$ cat src/nmb_pkg.sv
// Package of constants and types for the narrow memory bus pin control block
package nmb_pkg;
  // Interface input clock source, as strapped at reset
  typedef enum logic [1:0] {
    NMB_CLK_EXT  = 2'h0,
    NMB_CLK_DIV4 = 2'h1,
    NMB_CLK_DIV6 = 2'h2
  } nmb_clk_src_t;

  // Divide factor of the second output clock
  typedef enum logic [1:0] {
    NMB_DIV_1 = 2'h0,
    NMB_DIV_2 = 2'h1,
    NMB_DIV_4 = 2'h2
  } nmb_div_t;

  // Attached memory kind of the current space
  typedef enum logic [1:0] {
    NMB_MEM_ASYNC = 2'h0,
    NMB_MEM_SDRAM = 2'h1,
    NMB_MEM_SYNC  = 2'h2
  } nmb_mem_t;

  // Core clock divider last counts and high phases
  localparam logic [2:0] NMB_DIV4_LAST = 3'h3;
  localparam logic [2:0] NMB_DIV4_HIGH = 3'h2;
  localparam logic [2:0] NMB_DIV6_LAST = 3'h5;
  localparam logic [2:0] NMB_DIV6_HIGH = 3'h3;

  // Fourth chip-select space index, which owns the FIFO output enable
  localparam logic [1:0] NMB_FIFO_SPACE = 2'h3;

  // Pin levels
  localparam logic [1:0] NMB_LANES_IDLE = 2'h3;
  localparam logic [3:0] NMB_CS_IDLE    = 4'hf;
  localparam logic [3:0] NMB_CS_ONE     = 4'h1;
  // Straps default to the external clock until captured
  localparam logic [1:0] NMB_STRAP_RST  = 2'h0;
endpackage

$ cat src/nmb_iface_clk.sv
// Interface clock source selection and the two output clocks
`timescale 1ns/100ps
`default_nettype none
module nmb_iface_clk
  import nmb_pkg::*;
(
  input  wire logic       clk,
  input  wire logic       rst_n,
  input  wire logic [1:0] clk_select_straps,
  input  wire logic       iface_ext_clk_in,
  input  wire logic [1:0] clk_div_sel,
  output logic            iface_tick,
  output logic            iface_clk_out_full,
  output logic            iface_clk_out_div
);
  nmb_clk_src_t src_q;       // Source caught after reset
  logic         strap_done_q; // Straps captured flag
  logic [2:0]   cnt_q;       // Core clock divider count
  logic         lvl_d;       // Selected interface clock level
  logic         lvl_q;       // Previous level for edge detect
  logic         div_ph_q;    // Second-edge phase for divide by four
  logic         rise;        // Rising edge of interface clock

  // Straps are sampled by a clocked process after release, not by reset
  always_ff @(posedge clk) begin
    if (!rst_n) begin
      src_q        <= nmb_clk_src_t'(NMB_STRAP_RST);
      strap_done_q <= 1'b0;
    end else if (!strap_done_q) begin
      src_q        <= nmb_clk_src_t'(clk_select_straps);
      strap_done_q <= 1'b1;
    end
  end

  // Core clock divider, wraps at the selected period
  always_ff @(posedge clk) begin
    if (!rst_n) begin
      cnt_q <= 3'h0;
    end else if ((src_q == NMB_CLK_DIV4 && cnt_q == NMB_DIV4_LAST) ||
                 (src_q == NMB_CLK_DIV6 && cnt_q == NMB_DIV6_LAST)) begin
      cnt_q <= 3'h0;
    end else begin
      cnt_q <= cnt_q + 3'h1;
    end
  end

  // Level of the chosen source
  always_comb begin
    case (src_q)
      NMB_CLK_DIV4: lvl_d = (cnt_q < NMB_DIV4_HIGH);
      NMB_CLK_DIV6: lvl_d = (cnt_q < NMB_DIV6_HIGH);
      default:      lvl_d = iface_ext_clk_in;
    endcase
  end

  assign rise = lvl_d & ~lvl_q;

  // Full-rate output clock follows the selected level
  always_ff @(posedge clk) begin
    if (!rst_n) begin
      lvl_q              <= 1'b0;
      iface_clk_out_full <= 1'b0;
      iface_tick         <= 1'b0;
    end else begin
      lvl_q              <= lvl_d;
      iface_clk_out_full <= lvl_d;
      iface_tick         <= rise;
    end
  end

  // Divided output clock; toggling on rising edges keeps a clean duty cycle
  always_ff @(posedge clk) begin
    if (!rst_n) begin
      iface_clk_out_div <= 1'b0;
      div_ph_q          <= 1'b0;
    end else begin
      case (nmb_div_t'(clk_div_sel))
        NMB_DIV_2: if (rise) begin
          iface_clk_out_div <= ~iface_clk_out_div;
        end
        NMB_DIV_4: if (rise) begin
          div_ph_q <= ~div_ph_q;
          if (div_ph_q) begin
            iface_clk_out_div <= ~iface_clk_out_div;
          end
        end
        default: iface_clk_out_div <= lvl_d;
      endcase
    end
  end
endmodule
`default_nettype wire

$ cat src/nmb_pin_ctrl.sv
// Pin-level control of the narrow external memory bus: selects, lanes, strobes, hold
//
// Overview of operation
// One select low per external access
// Lane enables decode low address, width aware
// Lanes act as byte write strobes
// With SDRAM lanes mask reads and writes
// Peripheral direct transfer strobe output
// Host holds request while it needs bus
// Acknowledge host hold request
// Bus request output shows pending need
// Straps pick external, quarter or sixth clock
// Second output clock divides by 1/2/4
// First output clock at interface rate
// Shared pin: read, column, address strobes
// Shared pin: output enable, row strobe
// Shared pin: write enable for all kinds
// Select field picks address strobe or read
// FIFO output enable tied to space three
// Under hold: float outputs, start nothing
// Idle bus keeps controls high
`timescale 1ns/100ps
`default_nettype none
module nmb_pin_ctrl
  import nmb_pkg::*;
(
  input  wire logic       clk,
  input  wire logic       rst_n,
  input  wire logic [1:0] clk_select_straps,
  input  wire logic       iface_ext_clk_in,
  input  wire logic [1:0] clk_div_sel,
  input  wire logic       req_valid,
  input  wire logic       req_write,
  input  wire logic [1:0] req_space,
  input  wire logic       req_addr0,
  input  wire logic       req_byte,
  input  wire logic       req_periph,
  input  wire logic [1:0] mem_kind,
  input  wire logic       mem_width8,
  input  wire logic       read_en_select,
  input  wire logic       host_hold_req_n,
  output logic            req_ready,
  output logic            req_done,
  output logic            bus_drive_en,
  output logic [3:0]      space_select_n,
  output logic            lane0_enable_n,
  output logic            lane1_enable_n,
  output logic            periph_direct_xfer_n,
  output logic            read_strobe_n,
  output logic            out_strobe_n,
  output logic            write_strobe_n,
  output logic            fifo_out_en_n,
  output logic            host_hold_ack_n,
  output logic            narrow_bus_request,
  output logic            iface_clk_out_full,
  output logic            iface_clk_out_div
);
  // Access sequence states
  typedef enum logic [1:0] {
    NMB_ST_IDLE,
    NMB_ST_SETUP,
    NMB_ST_STROBE,
    NMB_ST_HOLD
  } nmb_state_t;

  nmb_state_t state_q;      // Access state
  logic       tick;         // Interface clock rising edge
  logic       write_q;      // Latched direction
  logic [1:0] space_q;      // Latched space
  logic       addr0_q;      // Latched low address bit
  logic       byte_q;       // Latched byte access flag
  logic       periph_q;     // Latched peripheral transfer flag
  nmb_mem_t   kind_q;       // Latched memory kind
  logic       width8_q;     // Latched memory width
  logic       ren_sel_q;    // Latched read enable select
  logic       hold_req;     // Host request, active high

  // Lane enables for an access, active low
  function automatic logic [1:0] lane_decode(input logic w8, input logic bsel,
                                             input logic a0);
    if (w8) begin
      lane_decode = 2'h2;                    // 8-bit memory uses lane 0 only
    end else if (bsel) begin
      lane_decode = a0 ? 2'h1 : 2'h2;        // Only the addressed byte
    end else begin
      lane_decode = 2'h0;                    // Both bytes of a halfword
    end
  endfunction

  // Chip select pattern for a space, active low
  function automatic logic [3:0] space_decode(input logic [1:0] sp);
    space_decode = ~(NMB_CS_ONE << sp);
  endfunction

  assign hold_req = ~host_hold_req_n;

  // Clock selection and output clocks
  nmb_iface_clk u_clk (
    .clk                (clk),
    .rst_n              (rst_n),
    .clk_select_straps  (clk_select_straps),
    .iface_ext_clk_in   (iface_ext_clk_in),
    .clk_div_sel        (clk_div_sel),
    .iface_tick         (tick),
    .iface_clk_out_full (iface_clk_out_full),
    .iface_clk_out_div  (iface_clk_out_div)
  );

  // Sequencer advances on interface clock edges only
  always_ff @(posedge clk) begin
    if (!rst_n) begin
      state_q <= NMB_ST_IDLE;
    end else if (tick) begin
      case (state_q)
        NMB_ST_IDLE: begin
          if (hold_req) begin
            state_q <= NMB_ST_HOLD;
          end else if (req_valid) begin
            state_q <= NMB_ST_SETUP;
          end
        end
        NMB_ST_SETUP:  state_q <= NMB_ST_STROBE;
        NMB_ST_STROBE: state_q <= NMB_ST_IDLE;
        NMB_ST_HOLD: begin
          if (!hold_req) begin
            state_q <= NMB_ST_IDLE;
          end
        end
        default: state_q <= NMB_ST_IDLE;
      endcase
    end
  end

  // Access attributes captured as the request is taken
  always_ff @(posedge clk) begin
    if (!rst_n) begin
      write_q   <= 1'b0;
      space_q   <= 2'h0;
      addr0_q   <= 1'b0;
      byte_q    <= 1'b0;
      periph_q  <= 1'b0;
      kind_q    <= NMB_MEM_ASYNC;
      width8_q  <= 1'b0;
      ren_sel_q <= 1'b0;
    end else if (tick && state_q == NMB_ST_IDLE && !hold_req && req_valid) begin
      write_q   <= req_write;
      space_q   <= req_space;
      addr0_q   <= req_addr0;
      byte_q    <= req_byte;
      periph_q  <= req_periph;
      kind_q    <= nmb_mem_t'(mem_kind);
      width8_q  <= mem_width8;
      ren_sel_q <= read_en_select;
    end
  end

  // Handshake with the core; a request is only taken outside hold
  always_ff @(posedge clk) begin
    if (!rst_n) begin
      req_ready <= 1'b0;
      req_done  <= 1'b0;
    end else begin
      req_ready <= tick && state_q == NMB_ST_IDLE && !hold_req && req_valid;
      req_done  <= tick && state_q == NMB_ST_STROBE;
    end
  end

  // Arbitration outputs
  always_ff @(posedge clk) begin
    if (!rst_n) begin
      host_hold_ack_n    <= 1'b1;
      narrow_bus_request <= 1'b0;
    end else begin
      host_hold_ack_n    <= state_q != NMB_ST_HOLD;
      narrow_bus_request <= req_valid || (state_q == NMB_ST_SETUP) ||
                            (state_q == NMB_ST_STROBE);
    end
  end

  // Drive enable drops in hold so the host may own the pins
  always_ff @(posedge clk) begin
    if (!rst_n) begin
      bus_drive_en <= 1'b0;
    end else begin
      bus_drive_en <= state_q != NMB_ST_HOLD;
    end
  end

  // Select, lane and transfer pins held for the whole access
  always_ff @(posedge clk) begin
    if (!rst_n) begin
      space_select_n       <= NMB_CS_IDLE;
      lane0_enable_n       <= 1'b1;
      lane1_enable_n       <= 1'b1;
      periph_direct_xfer_n <= 1'b1;
    end else if (state_q == NMB_ST_SETUP || state_q == NMB_ST_STROBE) begin
      space_select_n       <= space_decode(space_q);
      periph_direct_xfer_n <= ~periph_q;
      if (kind_q == NMB_MEM_SDRAM || write_q) begin
        // SDRAM mask covers reads too; others strobe bytes on writes
        {lane1_enable_n, lane0_enable_n} <= lane_decode(width8_q, byte_q, addr0_q);
      end else begin
        {lane1_enable_n, lane0_enable_n} <= NMB_LANES_IDLE;
      end
    end else begin
      space_select_n       <= NMB_CS_IDLE;
      lane0_enable_n       <= 1'b1;
      lane1_enable_n       <= 1'b1;
      periph_direct_xfer_n <= 1'b1;
    end
  end

  // Shared strobe pins; their role follows the memory kind of the space
  always_ff @(posedge clk) begin
    if (!rst_n) begin
      read_strobe_n  <= 1'b1;
      out_strobe_n   <= 1'b1;
      write_strobe_n <= 1'b1;
      fifo_out_en_n  <= 1'b1;
    end else begin
      read_strobe_n  <= 1'b1;
      out_strobe_n   <= 1'b1;
      write_strobe_n <= 1'b1;
      fifo_out_en_n  <= 1'b1;
      case (state_q)
        NMB_ST_SETUP: begin
          if (kind_q == NMB_MEM_SDRAM) begin
            out_strobe_n <= 1'b0;
          end
        end
        NMB_ST_STROBE: begin
          case (kind_q)
            NMB_MEM_SDRAM: begin
              read_strobe_n  <= 1'b0;
              write_strobe_n <= ~write_q;
            end
            NMB_MEM_SYNC: begin
              // Address strobe marks every access; read enable only reads
              read_strobe_n  <= ren_sel_q ? write_q : 1'b0;
              out_strobe_n   <= write_q;
              write_strobe_n <= ~write_q;
            end
            default: begin
              read_strobe_n  <= write_q;
              out_strobe_n   <= write_q;
              write_strobe_n <= ~write_q;
              fifo_out_en_n  <= write_q || (space_q != NMB_FIFO_SPACE);
            end
          endcase
        end
        default: begin
          fifo_out_en_n <= 1'b1;
        end
      endcase
    end
  end
endmodule
`default_nettype wire

$ cat config.mk
export PLATFORM = sky130hd
export DESIGN_NAME = nmb_pin_ctrl
export DESIGN_NICKNAME = d
export VERILOG_FILES = /design/src/nmb_pkg.sv /design/src/nmb_iface_clk.sv /design/src/nmb_pin_ctrl.sv
export SDC_FILE = /design/constraint.sdc
export NUM_CORES = 1
export LEC_CHECK = 0
export BUFFER_PORTS_ARGS = -buffer_cell sky130_fd_sc_hd__buf_4
export CORE_MARGIN = 1.5
export CORE_UTILIZATION = 35
export DETAILED_ROUTE_END_ITERATION = 8
export MAX_ROUTING_LAYER = met4
export PLACE_DENSITY = 0.53
export SYNTH_ARGS = -nofsm -noshare
export SYNTH_HDL_FRONTEND = slang
export SYNTH_SLANG_ARGS = --single-unit
$ cat constraint.sdc
create_clock -name clk -period 1.9 [get_ports clk]
set_input_delay 0.095 -clock clk [delete_from_list [all_inputs] [get_ports clk]]
set_output_delay 0.095 -clock clk [all_outputs]
set_load 0.01 [all_outputs]
==> metrics.md <==
| Metric | Value |
|---|---|
| Combined area of all synthesized cells | 0.00156 mm^2 |
| Unrepaired setup endpoints after global routing | no |
| Nets@finish | 244 |
| Endpoint kind of the worst setup timing path | flip-flop |
| Count of H-tree levels built during CTS | 2 |
| Syn Nets | a little over 200 |
| Die footprint | 0.00486 mm^2 |
| Area used by multi-input combinational logic | 711 um^2 |
| Syn-to-layout area delta | 26.5% |
| Synth top area share | between 40% and 50% |
| GPL Wtd Cong | between 0.8 and 0.9 |
| Number of buffers created by CTS | 5 |
| Number of antenna cells inserted | 0 |
| HP Class | input port to flip-flop |
| Max-cap check violation count | 0 |
| Number of global-route vias before repair | between 1000 and 1500 |
| Top cells by area in the synthesized netlist | dfxtp_1 49%, ha_1 11%, nand2_1 7.0% |
| Initial Util | 36.1% |
| Post-Synthesis Cells | between 150 and 200 |
| Clock slew at the register clock pins of the worst setup and hold paths | ~0.07 ns |
| Residual DRC | 0 |
| Required @ worst endpoint | about 2.1 ns |
| Detailed router's first-iteration violation count | 37 |
| VDD IR-drop max | around 0.00026 V |
| Clock root buffer | clkbuf_8 |
| Sink Count | 38 |
| Routed via count | around 1200 |
| Mean post-synth cell area | 9.17 um^2 |
| Minimum hold slack | approximately 0.044 ns |
| Ys flop type | dfxtp_1 |
| Clock latency of the later-clocked register in the worst-skew pair | roughly 0.28 ns |
| Die Height | 69.7 um |
| Async set-reset flop share out of synthesis | 0% |
| Number of buffers added for setup after CTS | 0 |
| Placement row count | 24 |
| Yosys warnings | 0 |
| Count of final max-slew check failures | 0 |
| Worst setup SP type | flip-flop |
| Commonest cells after routing, fill and taps aside | 38 x dfxtp_1, 38 x buf_4, 29 x nand2_1 |
| Gr ovfl total | 0 |
| Post-placement worst setup slack | between 0.15 and 0.2 ns |
| Worst clock skew | about 0.0057 ns |
| Antenna violations before repair | 0 |
| Synth Register Bits | 38 |
| Number of distinct standard cells referenced by the synthesized netlist | 35 |
| Leakage | 0.000827 uW |
| Largest net degree at the start of global routing | 19 |
| Max Root-Sink Buffers | 2 |
| Arrival time at the worst endpoint | about 1.9 ns |
| Share of synthesized area occupied by flip-flops and latches | roughly half |
| Port Buffers | 36 |
| Global Route Usage Sum | 14.0% |
| Pwr Density | 822 mW/mm^2 |
| Busiest grt layer | met2 |
| TritonCTS clock tree | done |
| Max transition margin | between 60 and 70% |
| Number of enable flip-flop cells after synthesis | 0 |
| Maximum fanout encountered on the critical timing path | 4 |
| Post-layout min period | about 1.7 ns |
| Sequential Area | between 700 and 800 um^2 |
| Number of optimization iterations in the first detailed-route pass | 4 |
| Endpoints failing hold | 0 |
| Fraction of final layout cells sized beyond drive strength 1 | ~23% |
| Hpwl dp | roughly 2300 um |
| Average routed wire per standard cell | roughly 12 um |
| Peak Freq | 0.580 GHz |
| Transition time of the tightest slew-check pin | roughly 0.53 ns |
| Final ANT Viol Nets | 0 |
| Post-cts hold buffer count | 0 |
| Final wirelength | slightly above 3000 um |
| Number of top-level design ports | 37 |
| Met2 usage | 21.0% |
| Post-DR vias/cell | between 4 and 5 |
| Status | completed |
| Final TNS setup | 0 ns |
| Total setup violations reported at the end of the flow | 0 |
| Final period util | between 90% and 100% |
| Global-route wire length before repair | 5220 um |
| Post-route setup slack | between 0.15 and 0.2 ns |
| Worst setup path category | flip-flop to flip-flop |
| Placeable core region | around 0.0043 mm^2 |
| Global Route met1 Usage | between 15 and 20% |
| Count of cells resized by post-cts repair | 0 |
| Die width | about 70 um |
| Fillcell total | 452 |
| Library cell with the largest summed area after synthesis | dfxtp_1 |
| Fraction of met3 tracks used by global routing | under 10% |
[layer usage]
metal	wire, um	vias to the layer above
met5	0	-
met4	41	0
met3	154	6
met2	1340	25
met1	1530	555
li1	-	652
[cells by family after synthesis]
kind of cell | count (synthesis) | share of synthesized area, %
and+or+nand+nor | 61 | 18.5
DFF | 38 | 48.8
AOI/OAI and AO/OA | 31 | 13.2
buffers and inverters | 22 | 5.62
adders and majority gates | 14 | 11.2
muxes | 4 | 2.57
[state kept, by name, indices dropped and copies added (netlist names), 2 cells and up]
name / flops
state_q: 2
space_select_n: 4
u_clk.cnt_q: 3
space_q: 2
kind_q: 2
u_clk.src_q: 2
[metrics by stage]
step | cells | cell area, um^2 | power [uW] | util, %
2_1_floorplan | 170 | 1560 | 1010 | -
3_3_place_gp | 256 | 1890 | 1100 | 43.7
3_5_place_dp | 256 | 1890 | 1110 | 43.7
4_1_cts | 262 | 1970 | 1650 | 45.6
5_1_grt | 262 | 1970 | 1710 | 45.6
6_report | 262 | 1970 | 1620 | 45.6
[cell type report]
type	instances	area share, %
tap	52	3.30
clock buffer	6	4.19
inverter	18	3.43
sequential	38	38.6
multi-input combinational	110	36.0
timing repair buffer	38	14.5
[cell usage after synthesis, types with 2 or more instances]
cell type,instances
ha_1,14
mux2i_1,4
nand3_1,5
inv_1,17
nor3_1,2
nand4_1,2
o221ai_1,2
dfxtp_1,38
clkbuf_1,2
nor2_1,12
and3_1,2
nand2_1,29
o21ai_0,2
nand3b_1,2
a21oi_1,14
o211ai_1,4
[where the power goes]
part           internal (uW)  switching, uW
Combinational            111            114
Clock                    280            254
Sequential               835           27.1
[final timing paths]
check,from,to,slack (ns),depth (start not counted)
max reg2reg,u_clk.src_q[0]$_SDFFE_PN0N_,u_clk.div_ph_q$_SDFFE_PN0P_,0.18,6
max,u_clk.src_q[0]$_SDFFE_PN0N_,u_clk.div_ph_q$_SDFFE_PN0P_,0.18,6
min reg2reg,periph_q$_SDFFE_PN0P_,periph_direct_xfer_n$_SDFF_PN1_,0.39,1
min,rst_n,u_clk.strap_done_q$_DFF_P_,0.04,1
[critical path, cell delays in order, from the launching register on]
cell and delay [ns]:
dfxtp_1 0.36, inv_1 0.05, ha_1 0.31, or2_1 0.26
a21o_1 0.23, o31a_1 0.24, o21a_1 0.18
(Power assumes the default switching activity.)
